File: src/common/eia_pkg.sv
// Constants and types for the external interrupt and alignment exception unit
// Notes on behaviour
// - Hold an asserted interrupt while ext_irq_enable is clear or a higher exception pends.
// - On interrupt, stop dispatch, let pending instructions finish first, then take it.
// - Interrupt entry loads saved_pc with the next instruction address.
// - Either exception clears saved_state 0-15 and copies machine_state 16-31.
// - Entry clears the enable, mode, float, trace and translation bits; keeps two others.
// - Resume at base plus 0x500 for interrupt, base plus 0x600 for alignment.
// - Alignment entry loads saved_pc with the faulting instruction address.
// - Alignment clears fault_cause 0-14; bits 15-16 from instruction 29-30 if indexed.
// - Indexed: bit 17 from instr 25, 18-21 from 21-24; immediate: 18-21 from 1-4.
// - fault_cause 22-26 from instruction bits 6-10; undefined for cache_block_zero.
// - fault_cause 27-31 from instruction bits 11-15.
// - Range check happens before execution so a trapped instruction does nothing.
// - Classify access as direct, I/O, memory-forced or page from translation and segment.
// - Any 256-Mbyte crossing traps for every access type.
// - Floating-point access to a non-forced I/O segment always traps.
// - Reserve, conditional store and string compare to I/O give data access, not alignment.
// - Memory-forced segments get no special float or reserve cases.
// - Page mode plain operands trap when they span a 4-Kbyte boundary.
// - Page mode string_compare_load traps on any 4-Kbyte page crossing.
// - Page mode word-aligned strings trap only on 256-Mbyte; others on 4-Kbyte.
// - cache_block_zero traps when page write-through or block cache-inhibit is set.
// - Block-mapped accesses in page mode still get the 4-Kbyte checks; the code exempts block-mapped strings of any alignment.
package eia_pkg;
  // Bit positions in machine_state, counted from bit 0 as the msb
  localparam int unsigned MS_EE  = 16;
  localparam int unsigned MS_PR  = 17;
  localparam int unsigned MS_FP  = 18;
  localparam int unsigned MS_ME  = 19;
  localparam int unsigned MS_FE0 = 20;
  localparam int unsigned MS_SE  = 21;
  localparam int unsigned MS_FE1 = 23;
  localparam int unsigned MS_EP  = 25;
  localparam int unsigned MS_IT  = 26;
  localparam int unsigned MS_DT  = 27;
  localparam logic [31:0] VEC_EXT_IRQ = 32'h0000_0500;
  localparam logic [31:0] VEC_ALIGN   = 32'h0000_0600;
  localparam logic [31:0] BASE_LOW    = 32'h0000_0000;
  localparam logic [31:0] BASE_HIGH   = 32'hFFF0_0000;
  localparam logic [8:0]  BUS_UNIT_ID_MEM    = 9'h07F;
  localparam logic [31:0] MS_RESET    = 32'h0000_0000;
  localparam logic [31:0] ZERO32      = 32'h0000_0000;
  typedef enum logic [1:0] {
    EIA_ACC_DIRECT,
    EIA_ACC_IO,
    EIA_ACC_FORCED,
    EIA_ACC_PAGE
  } eia_acc_e;
  typedef enum logic [2:0] {
    EIA_OP_INT,
    EIA_OP_FLOAT,
    EIA_OP_RESERVE,
    EIA_OP_STRCMP,
    EIA_OP_STRING,
    EIA_OP_DCBZ
  } eia_op_e;
endpackage

File: src/rtl/eia_exc_unit.sv
// External interrupt and alignment exception unit
`timescale 1ns/100ps
`default_nettype none
module eia_exc_unit (
  // Clock and reset
  input  wire logic        core_clk_i,
  input  wire logic        srst_i,
  // Interrupt pin
  input  wire logic        ext_irq_i,
  // Pipeline status
  input  wire logic        higher_exc_pend_i,
  input  wire logic        pipe_empty_i,
  input  wire logic [31:0] next_pc_i,
  // Data access under check
  input  wire logic        acc_valid_i,
  input  wire logic [31:0] acc_ea_i,
  input  wire logic [31:0] acc_len_i,
  input  wire logic [2:0]  acc_op_i,
  input  wire logic [31:0] acc_instr_i,
  input  wire logic [31:0] acc_pc_i,
  input  wire logic        acc_indexed_i,
  input  wire logic        segment_io_flag_i,
  input  wire logic [8:0]  bus_unit_id_i,
  input  wire logic        block_match_i,
  input  wire logic        page_wt_i,
  input  wire logic        block_ci_i,
  // Software writes of machine_state
  input  wire logic        ms_wr_i,
  input  wire logic [31:0] ms_wdata_i,
  // Exception outputs
  output logic             dispatch_stop_o,
  output logic             take_ext_o,
  output logic             take_align_o,
  output logic             take_dacc_o,
  output logic             acc_go_o,
  output logic [31:0]      vector_o,
  output logic [1:0]       acc_type_o,
  output logic [31:0]      machine_state_o,
  output logic [31:0]      saved_pc_o,
  output logic [31:0]      saved_state_o,
  output logic [31:0]      fault_cause_o
);
  ////////////////////////////////////////////////////////////////////////
  // Access classification and range checks
  logic [31:0] ms_r;
  logic [31:0] last_ea;
  logic        ms_dt;
  logic        cross_256m;
  logic        cross_4k;
  logic        word_al;
  logic        str_op;
  logic        align_hit;
  logic        dacc_hit;
  logic        plain_4k;
  eia_pkg::eia_acc_e acc_t;
  eia_pkg::eia_op_e  op;

  localparam logic [31:0] ZERO = eia_pkg::ZERO32;

  assign ms_dt      = ms_r[31 - eia_pkg::MS_DT];
  assign op         = eia_pkg::eia_op_e'(acc_op_i);
  assign last_ea    = acc_ea_i + acc_len_i - 32'h0000_0001;
  // Comparing top bits covers string totals too, since acc_len is the whole transfer
  assign cross_256m = (acc_len_i != ZERO) && (last_ea[31:28] != acc_ea_i[31:28]);
  assign cross_4k   = (acc_len_i != ZERO) && (last_ea[31:12] != acc_ea_i[31:12]);
  assign word_al    = (acc_ea_i[1:0] == 2'h0);
  assign str_op     = (op == eia_pkg::EIA_OP_STRING);

  // Plain operands by size; lengths other than 1, 2, 4 and 8 fall back to the general crossing test
  always_comb begin
    case (acc_len_i)
      32'h0000_0001: begin
        plain_4k = 1'b0;
      end
      32'h0000_0002: begin
        plain_4k = (acc_ea_i[11:0] == 12'hFFF);
      end
      32'h0000_0004: begin
        plain_4k = (acc_ea_i[11:0] >= 12'hFFD);
      end
      32'h0000_0008: begin
        plain_4k = (acc_ea_i[11:0] >= 12'hFF9);
      end
      default: begin
        plain_4k = cross_4k;
      end
    endcase
  end

  always_comb begin
    if (segment_io_flag_i && bus_unit_id_i != eia_pkg::BUS_UNIT_ID_MEM) begin
      acc_t = eia_pkg::EIA_ACC_IO;
    end else if (segment_io_flag_i) begin
      acc_t = eia_pkg::EIA_ACC_FORCED;
    end else if (ms_dt && !block_match_i) begin
      acc_t = eia_pkg::EIA_ACC_PAGE;
    end else begin
      acc_t = eia_pkg::EIA_ACC_DIRECT;
    end
  end

  // Per-type verdicts, merged below, so each access type reads on its own
  logic io_align;
  logic io_dacc;
  logic forced_align;
  logic page_align;
  logic blk_align;
  logic dcbz_align;

  always_comb begin
    io_align = cross_256m;
    io_dacc  = 1'b0;
    if (op == eia_pkg::EIA_OP_FLOAT) begin
      io_align = 1'b1;
    end
    if (op == eia_pkg::EIA_OP_RESERVE || op == eia_pkg::EIA_OP_STRCMP) begin
      io_align = 1'b0;
      io_dacc  = 1'b1;
    end
  end

  // No float or reserve special cases here, only the segment crossing
  assign forced_align = cross_256m;

  always_comb begin
    if (op == eia_pkg::EIA_OP_STRCMP) begin
      page_align = cross_256m | cross_4k;
    end else if (str_op) begin
      page_align = cross_256m | (cross_4k & !word_al);
    end else begin
      page_align = cross_256m | plain_4k;
    end
  end

  // Block-mapped accesses in page mode keep the page checks, but strings of any alignment skip the 4-Kbyte test
  assign blk_align  = ms_dt && !segment_io_flag_i && block_match_i && !str_op && cross_4k;
  assign dcbz_align = (op == eia_pkg::EIA_OP_DCBZ) && ms_dt && !segment_io_flag_i &&
                      (block_match_i ? block_ci_i : page_wt_i);

  always_comb begin
    case (acc_t)
      eia_pkg::EIA_ACC_IO: begin
        align_hit = io_align;
        dacc_hit  = io_dacc;
      end
      eia_pkg::EIA_ACC_FORCED: begin
        align_hit = forced_align;
        dacc_hit  = 1'b0;
      end
      eia_pkg::EIA_ACC_PAGE: begin
        align_hit = page_align;
        dacc_hit  = 1'b0;
      end
      default: begin
        align_hit = cross_256m;
        dacc_hit  = 1'b0;
      end
    endcase
    if (blk_align || dcbz_align) begin
      align_hit = 1'b1;
    end
  end

  ////////////////////////////////////////////////////////////////////////
  // Interrupt sequencing
  typedef enum logic [1:0] {
    EIA_ST_RUN,
    EIA_ST_DRAIN
  } eia_st_e;
  eia_st_e st_r;
  logic    ee;
  logic    do_ext;
  logic    do_align;
  logic    go_drain;
  logic    leave_drain;

  assign ee          = ms_r[31 - eia_pkg::MS_EE];
  // Alignment is a precise fault of an in-flight instruction, so it wins over the interrupt
  assign do_align    = acc_valid_i && align_hit && !higher_exc_pend_i;
  assign go_drain    = ext_irq_i && ee && !higher_exc_pend_i;
  assign do_ext      = (st_r == EIA_ST_DRAIN) && pipe_empty_i && go_drain && !do_align;
  // A dropped pin or a cleared enable cancels the drain rather than leaving dispatch stalled
  assign leave_drain = do_ext || !ext_irq_i || !ee || do_align;

  always_ff @(posedge core_clk_i) begin
    if (srst_i) begin
      st_r <= EIA_ST_RUN;
    end else begin
      case (st_r)
        EIA_ST_RUN: begin
          if (go_drain) begin
            st_r <= EIA_ST_DRAIN;
          end
        end
        EIA_ST_DRAIN: begin
          if (leave_drain) begin
            st_r <= EIA_ST_RUN;
          end
        end
        default: st_r <= EIA_ST_RUN;
      endcase
    end
  end

  ////////////////////////////////////////////////////////////////////////
  // State save and vectoring
  logic [31:0] ms_entry;
  logic [31:0] base;
  always_comb begin
    ms_entry = ms_r;
    ms_entry[31 - eia_pkg::MS_EE]  = 1'b0;
    ms_entry[31 - eia_pkg::MS_PR]  = 1'b0;
    ms_entry[31 - eia_pkg::MS_FP]  = 1'b0;
    ms_entry[31 - eia_pkg::MS_FE0] = 1'b0;
    ms_entry[31 - eia_pkg::MS_FE1] = 1'b0;
    ms_entry[31 - eia_pkg::MS_SE]  = 1'b0;
    ms_entry[31 - eia_pkg::MS_IT]  = 1'b0;
    ms_entry[31 - eia_pkg::MS_DT]  = 1'b0;
  end
  assign base = ms_r[31 - eia_pkg::MS_EP] ? eia_pkg::BASE_HIGH : eia_pkg::BASE_LOW;

  always_ff @(posedge core_clk_i) begin
    if (srst_i) begin
      ms_r <= eia_pkg::MS_RESET;
    end else if (do_align || do_ext) begin
      ms_r <= ms_entry;
    end else if (ms_wr_i) begin
      ms_r <= ms_wdata_i;
    end
  end

  // Alignment names the faulting instruction, the interrupt the one that would run next
  always_ff @(posedge core_clk_i) begin
    if (srst_i) begin
      saved_pc_o <= eia_pkg::ZERO32;
    end else if (do_align) begin
      saved_pc_o <= acc_pc_i;
    end else if (do_ext) begin
      saved_pc_o <= next_pc_i;
    end
  end

  always_ff @(posedge core_clk_i) begin
    if (srst_i) begin
      saved_state_o <= eia_pkg::ZERO32;
    end else if (do_align || do_ext) begin
      saved_state_o <= {16'h0000, ms_r[15:0]};
    end
  end

  // OR stands in for the add, since both bases are far coarser than the offsets
  always_ff @(posedge core_clk_i) begin
    if (srst_i) begin
      vector_o <= eia_pkg::ZERO32;
    end else if (do_align) begin
      vector_o <= base | eia_pkg::VEC_ALIGN;
    end else if (do_ext) begin
      vector_o <= base | eia_pkg::VEC_EXT_IRQ;
    end
  end

  // Bit n of the cause word sits at vector index 31-n; instruction likewise
  function automatic logic ib(input logic [31:0] w, input int unsigned n);
    ib = w[31 - n];
  endfunction

  always_ff @(posedge core_clk_i) begin
    if (srst_i) begin
      fault_cause_o <= eia_pkg::ZERO32;
    end else if (do_align) begin
      fault_cause_o[31:17] <= 15'h0000;
      fault_cause_o[16]    <= acc_indexed_i ? ib(acc_instr_i, 29) : 1'b0;
      fault_cause_o[15]    <= acc_indexed_i ? ib(acc_instr_i, 30) : 1'b0;
      fault_cause_o[14]    <= acc_indexed_i ? ib(acc_instr_i, 25) : 1'b0;
      fault_cause_o[13:10] <= acc_indexed_i ? acc_instr_i[10:7] : acc_instr_i[30:27];
      fault_cause_o[9:5]   <= acc_instr_i[25:21];
      fault_cause_o[4:0]   <= acc_instr_i[20:16];
    end
  end

  ////////////////////////////////////////////////////////////////////////
  // Registered status outputs
  // Dispatch stops on the edge that starts the drain, so at least one stalled cycle precedes the take
  always_ff @(posedge core_clk_i) begin
    if (srst_i) begin
      dispatch_stop_o <= 1'b0;
    end else if (st_r == EIA_ST_RUN) begin
      dispatch_stop_o <= go_drain;
    end else begin
      dispatch_stop_o <= !leave_drain;
    end
  end

  always_ff @(posedge core_clk_i) begin
    if (srst_i) begin
      take_ext_o <= 1'b0;
    end else begin
      take_ext_o <= do_ext;
    end
  end

  always_ff @(posedge core_clk_i) begin
    if (srst_i) begin
      take_align_o <= 1'b0;
    end else begin
      take_align_o <= do_align;
    end
  end

  always_ff @(posedge core_clk_i) begin
    if (srst_i) begin
      take_dacc_o <= 1'b0;
    end else begin
      take_dacc_o <= acc_valid_i && dacc_hit && !align_hit;
    end
  end

  // An access may proceed only after the checks pass, before any part executes
  always_ff @(posedge core_clk_i) begin
    if (srst_i) begin
      acc_go_o <= 1'b0;
    end else begin
      acc_go_o <= acc_valid_i && !align_hit && !dacc_hit;
    end
  end

  always_ff @(posedge core_clk_i) begin
    if (srst_i) begin
      acc_type_o <= 2'h0;
    end else begin
      acc_type_o <= acc_t;
    end
  end

  assign machine_state_o = ms_r;
endmodule
`default_nettype wire
File: config.mk
export PLATFORM = sky130hd
export DESIGN_NAME = eia_exc_unit
export DESIGN_NICKNAME = d
export VERILOG_FILES = /design/src/common/eia_pkg.sv /design/src/rtl/eia_exc_unit.sv
export SDC_FILE = /design/constraint.sdc
export NUM_CORES = 1
export LEC_CHECK = 0
export BUFFER_PORTS_ARGS = -buffer_cell sky130_fd_sc_hd__buf_2
export CAP_MARGIN = 10
export CORE_AREA = 8 8 142 144
export CTS_BUF_LIST = sky130_fd_sc_hd__clkbuf_2 sky130_fd_sc_hd__clkbuf_4 sky130_fd_sc_hd__clkbuf_8
export DETAILED_ROUTE_END_ITERATION = 7
export DIE_AREA = 0 0 150 152
export PLACE_DENSITY_LB_ADDON = 0.2
export SYNTH_ARGS = -nofsm -noshare
export SYNTH_HDL_FRONTEND = slang
export SYNTH_SLANG_ARGS = --single-unit
File: constraint.sdc
create_clock -name core_clk_i -period 8.99 [get_ports core_clk_i]
set_input_delay 0.4495 -clock core_clk_i [delete_from_list [all_inputs] [get_ports core_clk_i]]
set_output_delay 0.4495 -clock core_clk_i [all_outputs]
set_load 0.02 [all_outputs]
**After elaboration in Yosys (flattened, before gate mapping)**

Cells that the tools add are included.

- Flip-flop bits (word level): 138
- Input bits: 216
- Logic and storage cells: 112

- Add/sub/neg operators: 2
- Order comparisons: 2
- Equality and inequality tests: 18
- Multiplexer cells: 26
- Bitwise logic cells: 5
- Reductions and logical operators: 46

Operator list:

| kind | count |
|---|---|
| two-way mux 32 bit | 5 |
| adder 32 bit | 1 |
| == test 32 x 1 -> 1 bit (second input constant) | 1 |
| == test 32 x 2 -> 1 bit (second input constant) | 1 |
| == test 32 x 3 -> 1 bit (second input constant) | 1 |
| == test 32 x 4 -> 1 bit (second input constant) | 1 |
| nonzero test 32 bit | 1 |
| subtractor 32 x 1 -> 32 bit (second input constant) | 1 |
| greater-or-equal comparator 12 bit (second input constant) | 2 |
| logical AND 1 bit | 22 |
| != test 20 bit | 1 |
| == test 12 bit (second input constant) | 1 |
| two-way mux 1 bit | 12 |
| zero test 1 bit | 11 |
| two-way mux 2 bit | 5 |
| != test 9 x 7 -> 1 bit (second input constant) | 1 |
| == test 3 x 2 -> 1 bit (second input constant) | 2 |
| == test 3 bit (second input constant) | 2 |
| logical OR 1 bit | 6 |
| == test 2 x 1 -> 1 bit (second input constant) | 2 |
| zero test 2 bit | 2 |
| two-way mux 4 bit | 1 |
| != test 2 bit (second input constant) | 2 |
| != test 4 bit | 1 |
| other kinds (11) | 14 |

**Longest topological paths before layout**

- Word-level depth: 19
- Depth in mapped cells: 18
- Depth with buffers taken out: 14

**Worst setup path before layout**

Ideal clock, no wire load.

- Kind: input port to flip-flop
- From: input acc_ea_i[16]
- To: register ms_r[12] (netlist: machine_state_o[12])
- Library setup time: 0.072 ns
- Arrival: 3.682 ns
- Path slack: 5.236 ns
- Cell stages on the path: 17
- Buffers on the path: 4
- Cell sequence: inv_1 ha_1 inv_1 ha_1 clkbuf_1 nand4_1 or3_1 o21ai_1 o21ai_1 xnor2_1 or4_4 o21a_1 buf_6 nor3b_2 buf_4 buf_12 mux2i_1

- Cells in the longest elaborated chain, start to end: 17
- Elaborated cells on any way between the ends: 26

Ends and longest elaborated chain:

| element | line | source |
|---|---|---|
| start: declaration | eia_exc_unit.sv:16 | `input wire logic [31:0] acc_ea_i,` |
| adder 32 bit | eia_exc_unit.sv:62 | `assign last_ea = acc_ea_i + acc_len_i - 32'h0000_0001;` |
| subtractor 32 x 1 -> 32 bit | eia_exc_unit.sv:62 |  |
| != test 20 bit | eia_exc_unit.sv:65 | `assign cross_4k = (acc_len_i != ZERO) && (last_ea[31:12] != acc_ea_i[31:12]);` |
| logical AND 1 bit | eia_exc_unit.sv:65 |  |
| one-hot mux 1 bit (4 select lines) or AND 1 bit (tied branches) | eia_exc_unit.sv:71, eia_exc_unit.sv:129 |  |
| OR 1 bit, on equally long branches | eia_exc_unit.sv:131, eia_exc_unit.sv:129 |  |
| two-way mux 1 bit | eia_exc_unit.sv:128 | `end else if (str_op) begin` |
| two-way mux 1 bit | eia_exc_unit.sv:126 | `if (op == eia_pkg::EIA_OP_STRCMP) begin` |
| one-hot mux 1 bit (2 select lines) | eia_exc_unit.sv:141 | `case (acc_t)` |
| two-way mux 1 bit * | eia_exc_unit.sv:159 | `if (blk_align \|\| dcbz_align) begin` |
| logical AND 1 bit * (2 in a row) | eia_exc_unit.sv:179 | `assign do_align = acc_valid_i && align_hit && !higher_exc_pend_i;` |
| zero test 1 bit | eia_exc_unit.sv:181 | `assign do_ext = (st_r == EIA_ST_DRAIN) && pipe_empty_i && go_drain && !do_align;` |
| logical AND 1 bit | eia_exc_unit.sv:181 |  |
| logical OR 1 bit * | eia_exc_unit.sv:225 | `end else if (do_align \|\| do_ext) begin` |
| inverter 1 bit (no source line) * | -- |  |
| AND reduction 2 bit (no source line) * | -- |  |
| end signal: assignment | eia_exc_unit.sv:224 | `ms_r <= eia_pkg::MS_RESET;` |
| end signal: assignment | eia_exc_unit.sv:226 | `ms_r <= ms_entry;` |
| end signal: assignment | eia_exc_unit.sv:228 | `ms_r <= ms_wdata_i;` |
| end: declaration | eia_exc_unit.sv:45 | `logic [31:0] ms_r;` |

Mark *: on every way between the ends. The rest lies on a longest branch, timed or not.
A chain may end at the register's enable or synchronous reset.

**Worst setup path after layout**

- From: input acc_ea_i[12]
- To: register fault_cause_o[16]

- Cells in the longest elaborated chain, start to end: 12
- Elaborated cells on any way between the ends: 21

Ends and longest elaborated chain:

| element | line | source |
|---|---|---|
| adder 32 bit | eia_exc_unit.sv:62 |  |
| subtractor 32 x 1 -> 32 bit | eia_exc_unit.sv:62 |  |
| != test 20 bit | eia_exc_unit.sv:65 |  |
| logical AND 1 bit | eia_exc_unit.sv:65 |  |
| one-hot mux 1 bit (4 select lines) or AND 1 bit (tied branches) | eia_exc_unit.sv:71, eia_exc_unit.sv:129 |  |
| OR 1 bit, on equally long branches | eia_exc_unit.sv:131, eia_exc_unit.sv:129 |  |
| two-way mux 1 bit | eia_exc_unit.sv:128 |  |
| two-way mux 1 bit | eia_exc_unit.sv:126 |  |
| one-hot mux 1 bit (2 select lines) | eia_exc_unit.sv:141 |  |
| two-way mux 1 bit * | eia_exc_unit.sv:159 |  |
| logical AND 1 bit * (2 in a row) | eia_exc_unit.sv:179 |  |
| end signal: assignment | eia_exc_unit.sv:269 | `fault_cause_o <= eia_pkg::ZERO32;` |
| end signal: assignment | eia_exc_unit.sv:272 | `fault_cause_o[16] <= acc_indexed_i ? ib(acc_instr_i, 29) : 1'b0;` |
| end: declaration | eia_exc_unit.sv:41 | `output logic [31:0] fault_cause_o` |

Marked as above.

==> metrics.cfg <==
[run_status]
status=completed

[clocking]
clk_path_buf_depth=2
cts.hold.buffers_added=0
insertion_delay_ns=0.39
root_buffer=clkbuf_8
cts_resized=0
cts_max_level=3
clkSlewWorstSetupHoldPaths_ns=0.13
numCtsBuffers=9
cts.sinks=108
cts_setup_buffers=0
cts_tree=built

[logic_synthesis]
avgSynthCellArea_um2=7.71
synth_most_common_cell=inv_1
ys_ff_latch=108
ys_seq_area_frac=0.263
synthTopCellsByArea=dfxtp_1, ha_1, mux2i_1
yosysWarnings=0
syn-cell-area_um2=8210
syn_inst=1064
yosys_most_used_dff=dfxtp_1
yosysUniqueCellTypes=74
synth_top_cell_by_area=dfxtp_1
async_flop_share=0
synth-edff-count=0
netlist.area_leader.share=0.263
yosys-top-cells-count=inv_1, nand2_1, dfxtp_1

[sta]
slew_violations=0
worst_slack_ns=4.50
hold_viol=0
fin_crit_sh=0.500
fmax_mhz=223
rsz0062_at_grt=no
worst_pin_slew_ns=1.12
setup_violations=0
hold_ws_ns=0.280
timing.setup.tns_ns=0
period_minus_slack_ns=4.49
clock_skew_ns=0.0169
max-slew-margin-rel=0.247

[run]
drv_cap=0

[setup_path]
worstPathCellList=buf_2, inv_1, ha_1, inv_1, ha_1, a21oi_1, o21ai_0, a21oi_1, o21a_1, o211ai_2, mux2i_1, or4_4, o21ai_4, buf_4, nand2_1, a31o_2
crit_buf_inv=4
cpPeakStageDelay_ns=0.54
worstPathArrival_ns=4.77
start_kind=primary input
crit_required_ns=9.26
crit_path_end_kind=flop
critPathMaxFanout=34
path_class=in -> reg
cp_top_family=compound AO/OA/AOI/OAI gates
cp_slowest_cell=or4_4

[final_layout]
drive_gt1_frac=0.273
final_cells=1573
nets=1613
area_delta_synth_final_pct=20.0

[drt]
drc_errors=0
drt_iter0_drc=522
num_vias=8251
totalWireLength_um=28000
wl_per_cell_um=17.8
detail-route-antenna-nets=0
via_per_inst=5.25
dr.pass1.iters=8

[placement]
hpwlAfterDp_um=22600
port_buffers=322
gp_congestion=0.934
place_inst=1556
place_ws_ns=4.14

[floorplan]
die_h_um=152
rows=49
dieArea_um2=22800
io-pin-count=383
die_w_um=150
start_util=0.462
core_area_um2=17800

[power]
ir_drop_mv=0.0881
p_per_area_nw_per_um2=142
p_leak_nw=4.94

[global_route]
grt_usage=0.235
grt_pass1_wl_um=43700
grt_pass1_vias=8112
grt-ovfl-total=0
grt_antenna_before_repair=1
grt_max_degree=91

[hold_path]
hp-class=in -> reg

worst reg2reg max path: stages (launching register included):
cell,delay [ns]
dfxtp_1,0.38
nor2b_1,0.20
nand4_1,0.11
a2111oi_0,0.06
and3_1,0.23
a2111oi_0,0.42
and4_1,0.25
nand4_1,0.22
o21ai_4,0.50
buf_4,0.44
nand2_1,0.35
a31o_2,0.36
final timing paths:
path | start | end | slack (ns) | cells after the start
min | acc_instr_i[6] | fault_cause_o[14]$_SDFFE_PP0N_ | 0.28 | 2
max | acc_ea_i[12] | fault_cause_o[16]$_SDFFE_PP0N_ | 4.50 | 16
min reg2reg | vector_o[9]$_SDFFE_PP0P_ | vector_o[9]$_SDFFE_PP0P_ | 0.47 | 2
max reg2reg | machine_state_o[4]$_SDFFE_PP0P_ | fault_cause_o[16]$_SDFFE_PP0N_ | 5.38 | 11
flip-flops by register name, indices dropped and copies added (netlist names), 2 cells and up:
register         cells
machine_state_o     32
saved_pc_o          32
fault_cause_o       17
saved_state_o       16
vector_o             3
acc_type_o           2
through the flow:
stage          area, um2  power (mW)   util
2_1_floorplan       8380       0.937      -
6_report            9850        1.40  0.554
3_5_place_dp        9650        1.09  0.543
3_3_place_gp        9650        1.09  0.543
5_1_grt             9850        1.49  0.554
4_1_cts             9850        1.41  0.554
cells in the final DEF, fill, tap and decap left out, drive strengths merged, types with 3 or more instances in the layout:
| cell type | synthesis | layout |
|---|---|---|
| clkbuf | 36 | 10 |
| o311a | 3 | 3 |
| o21a | 7 | 7 |
| nor3 | 15 | 15 |
| nand2 | 109 | 109 |
| a32oi | 3 | 3 |
| nor2 | 40 | 40 |
| and4 | 4 | 4 |
| nand3b | 3 | 3 |
| o211ai | 8 | 8 |
| nor4b | 4 | 4 |
| o2111ai | 4 | 4 |
| a22oi | 5 | 5 |
| nand2b | 77 | 77 |
| o31ai | 4 | 4 |
| nor2b | 7 | 7 |
| xnor2 | 16 | 16 |
| inv | 125 | 129 |
| a211oi | 8 | 8 |
| nand3 | 20 | 20 |
| buf | 77 | 329 |
| nor3b | 4 | 4 |
| a31o | 6 | 6 |
| and3 | 3 | 3 |
| nor4 | 21 | 21 |
| dfxtp | 108 | 108 |
| mux2i | 53 | 53 |
| a21o | 6 | 6 |
| xor2 | 9 | 9 |
| o21ai | 44 | 44 |
| a21oi | 85 | 85 |
| a2111oi | 4 | 4 |
| conb | 1 | 48 |
| or3 | 4 | 4 |
| ha | 59 | 59 |
| o21bai | 5 | 5 |
| nand4 | 17 | 17 |
| a311oi | 34 | 34 |
logic make-up after synthesis:
family	Yosys count	share of synthesized area
muxes	55	0.0674
xor gates and xnor gates	25	0.0267
buffers and inverters	238	0.144
and+or+nand+nor	338	0.216
DFF	108	0.263
adders and majority gates	59	0.0900
other	1	0.000457
AOI/OAI and AO/OA	240	0.192
where the power goes:
part	leakage [nW]	switching, mW	internal [mW]	total [mW]
clock network	0.104	0.191	0.118	0.308
registers	0.885	0.0180	0.514	0.532
logic	3.95	0.349	0.208	0.556
layout make-up:
cell class                 instances  area, um2
timing repair buffer             329       1670
inverter                         125        469
clock buffer                      10        138
multi-input combinational        765       5060
fill                            1748       7930
sequential                       108       2160
tap                              229        287
clock inverter                     6       65.1
antenna                            1       2.50
metal layers:
metal | track usage | vias up | part of all wire
met1 | 0.309 | 3735 | 0.44
met4 | 0.0571 | 0 | 0.015
met5 | 0 | - | 0
met3 | 0.0422 | 26 | 0.078
met2 | 0.386 | 343 | 0.46
li1 | - | 4147 | -
(Power assumes the default switching activity.)
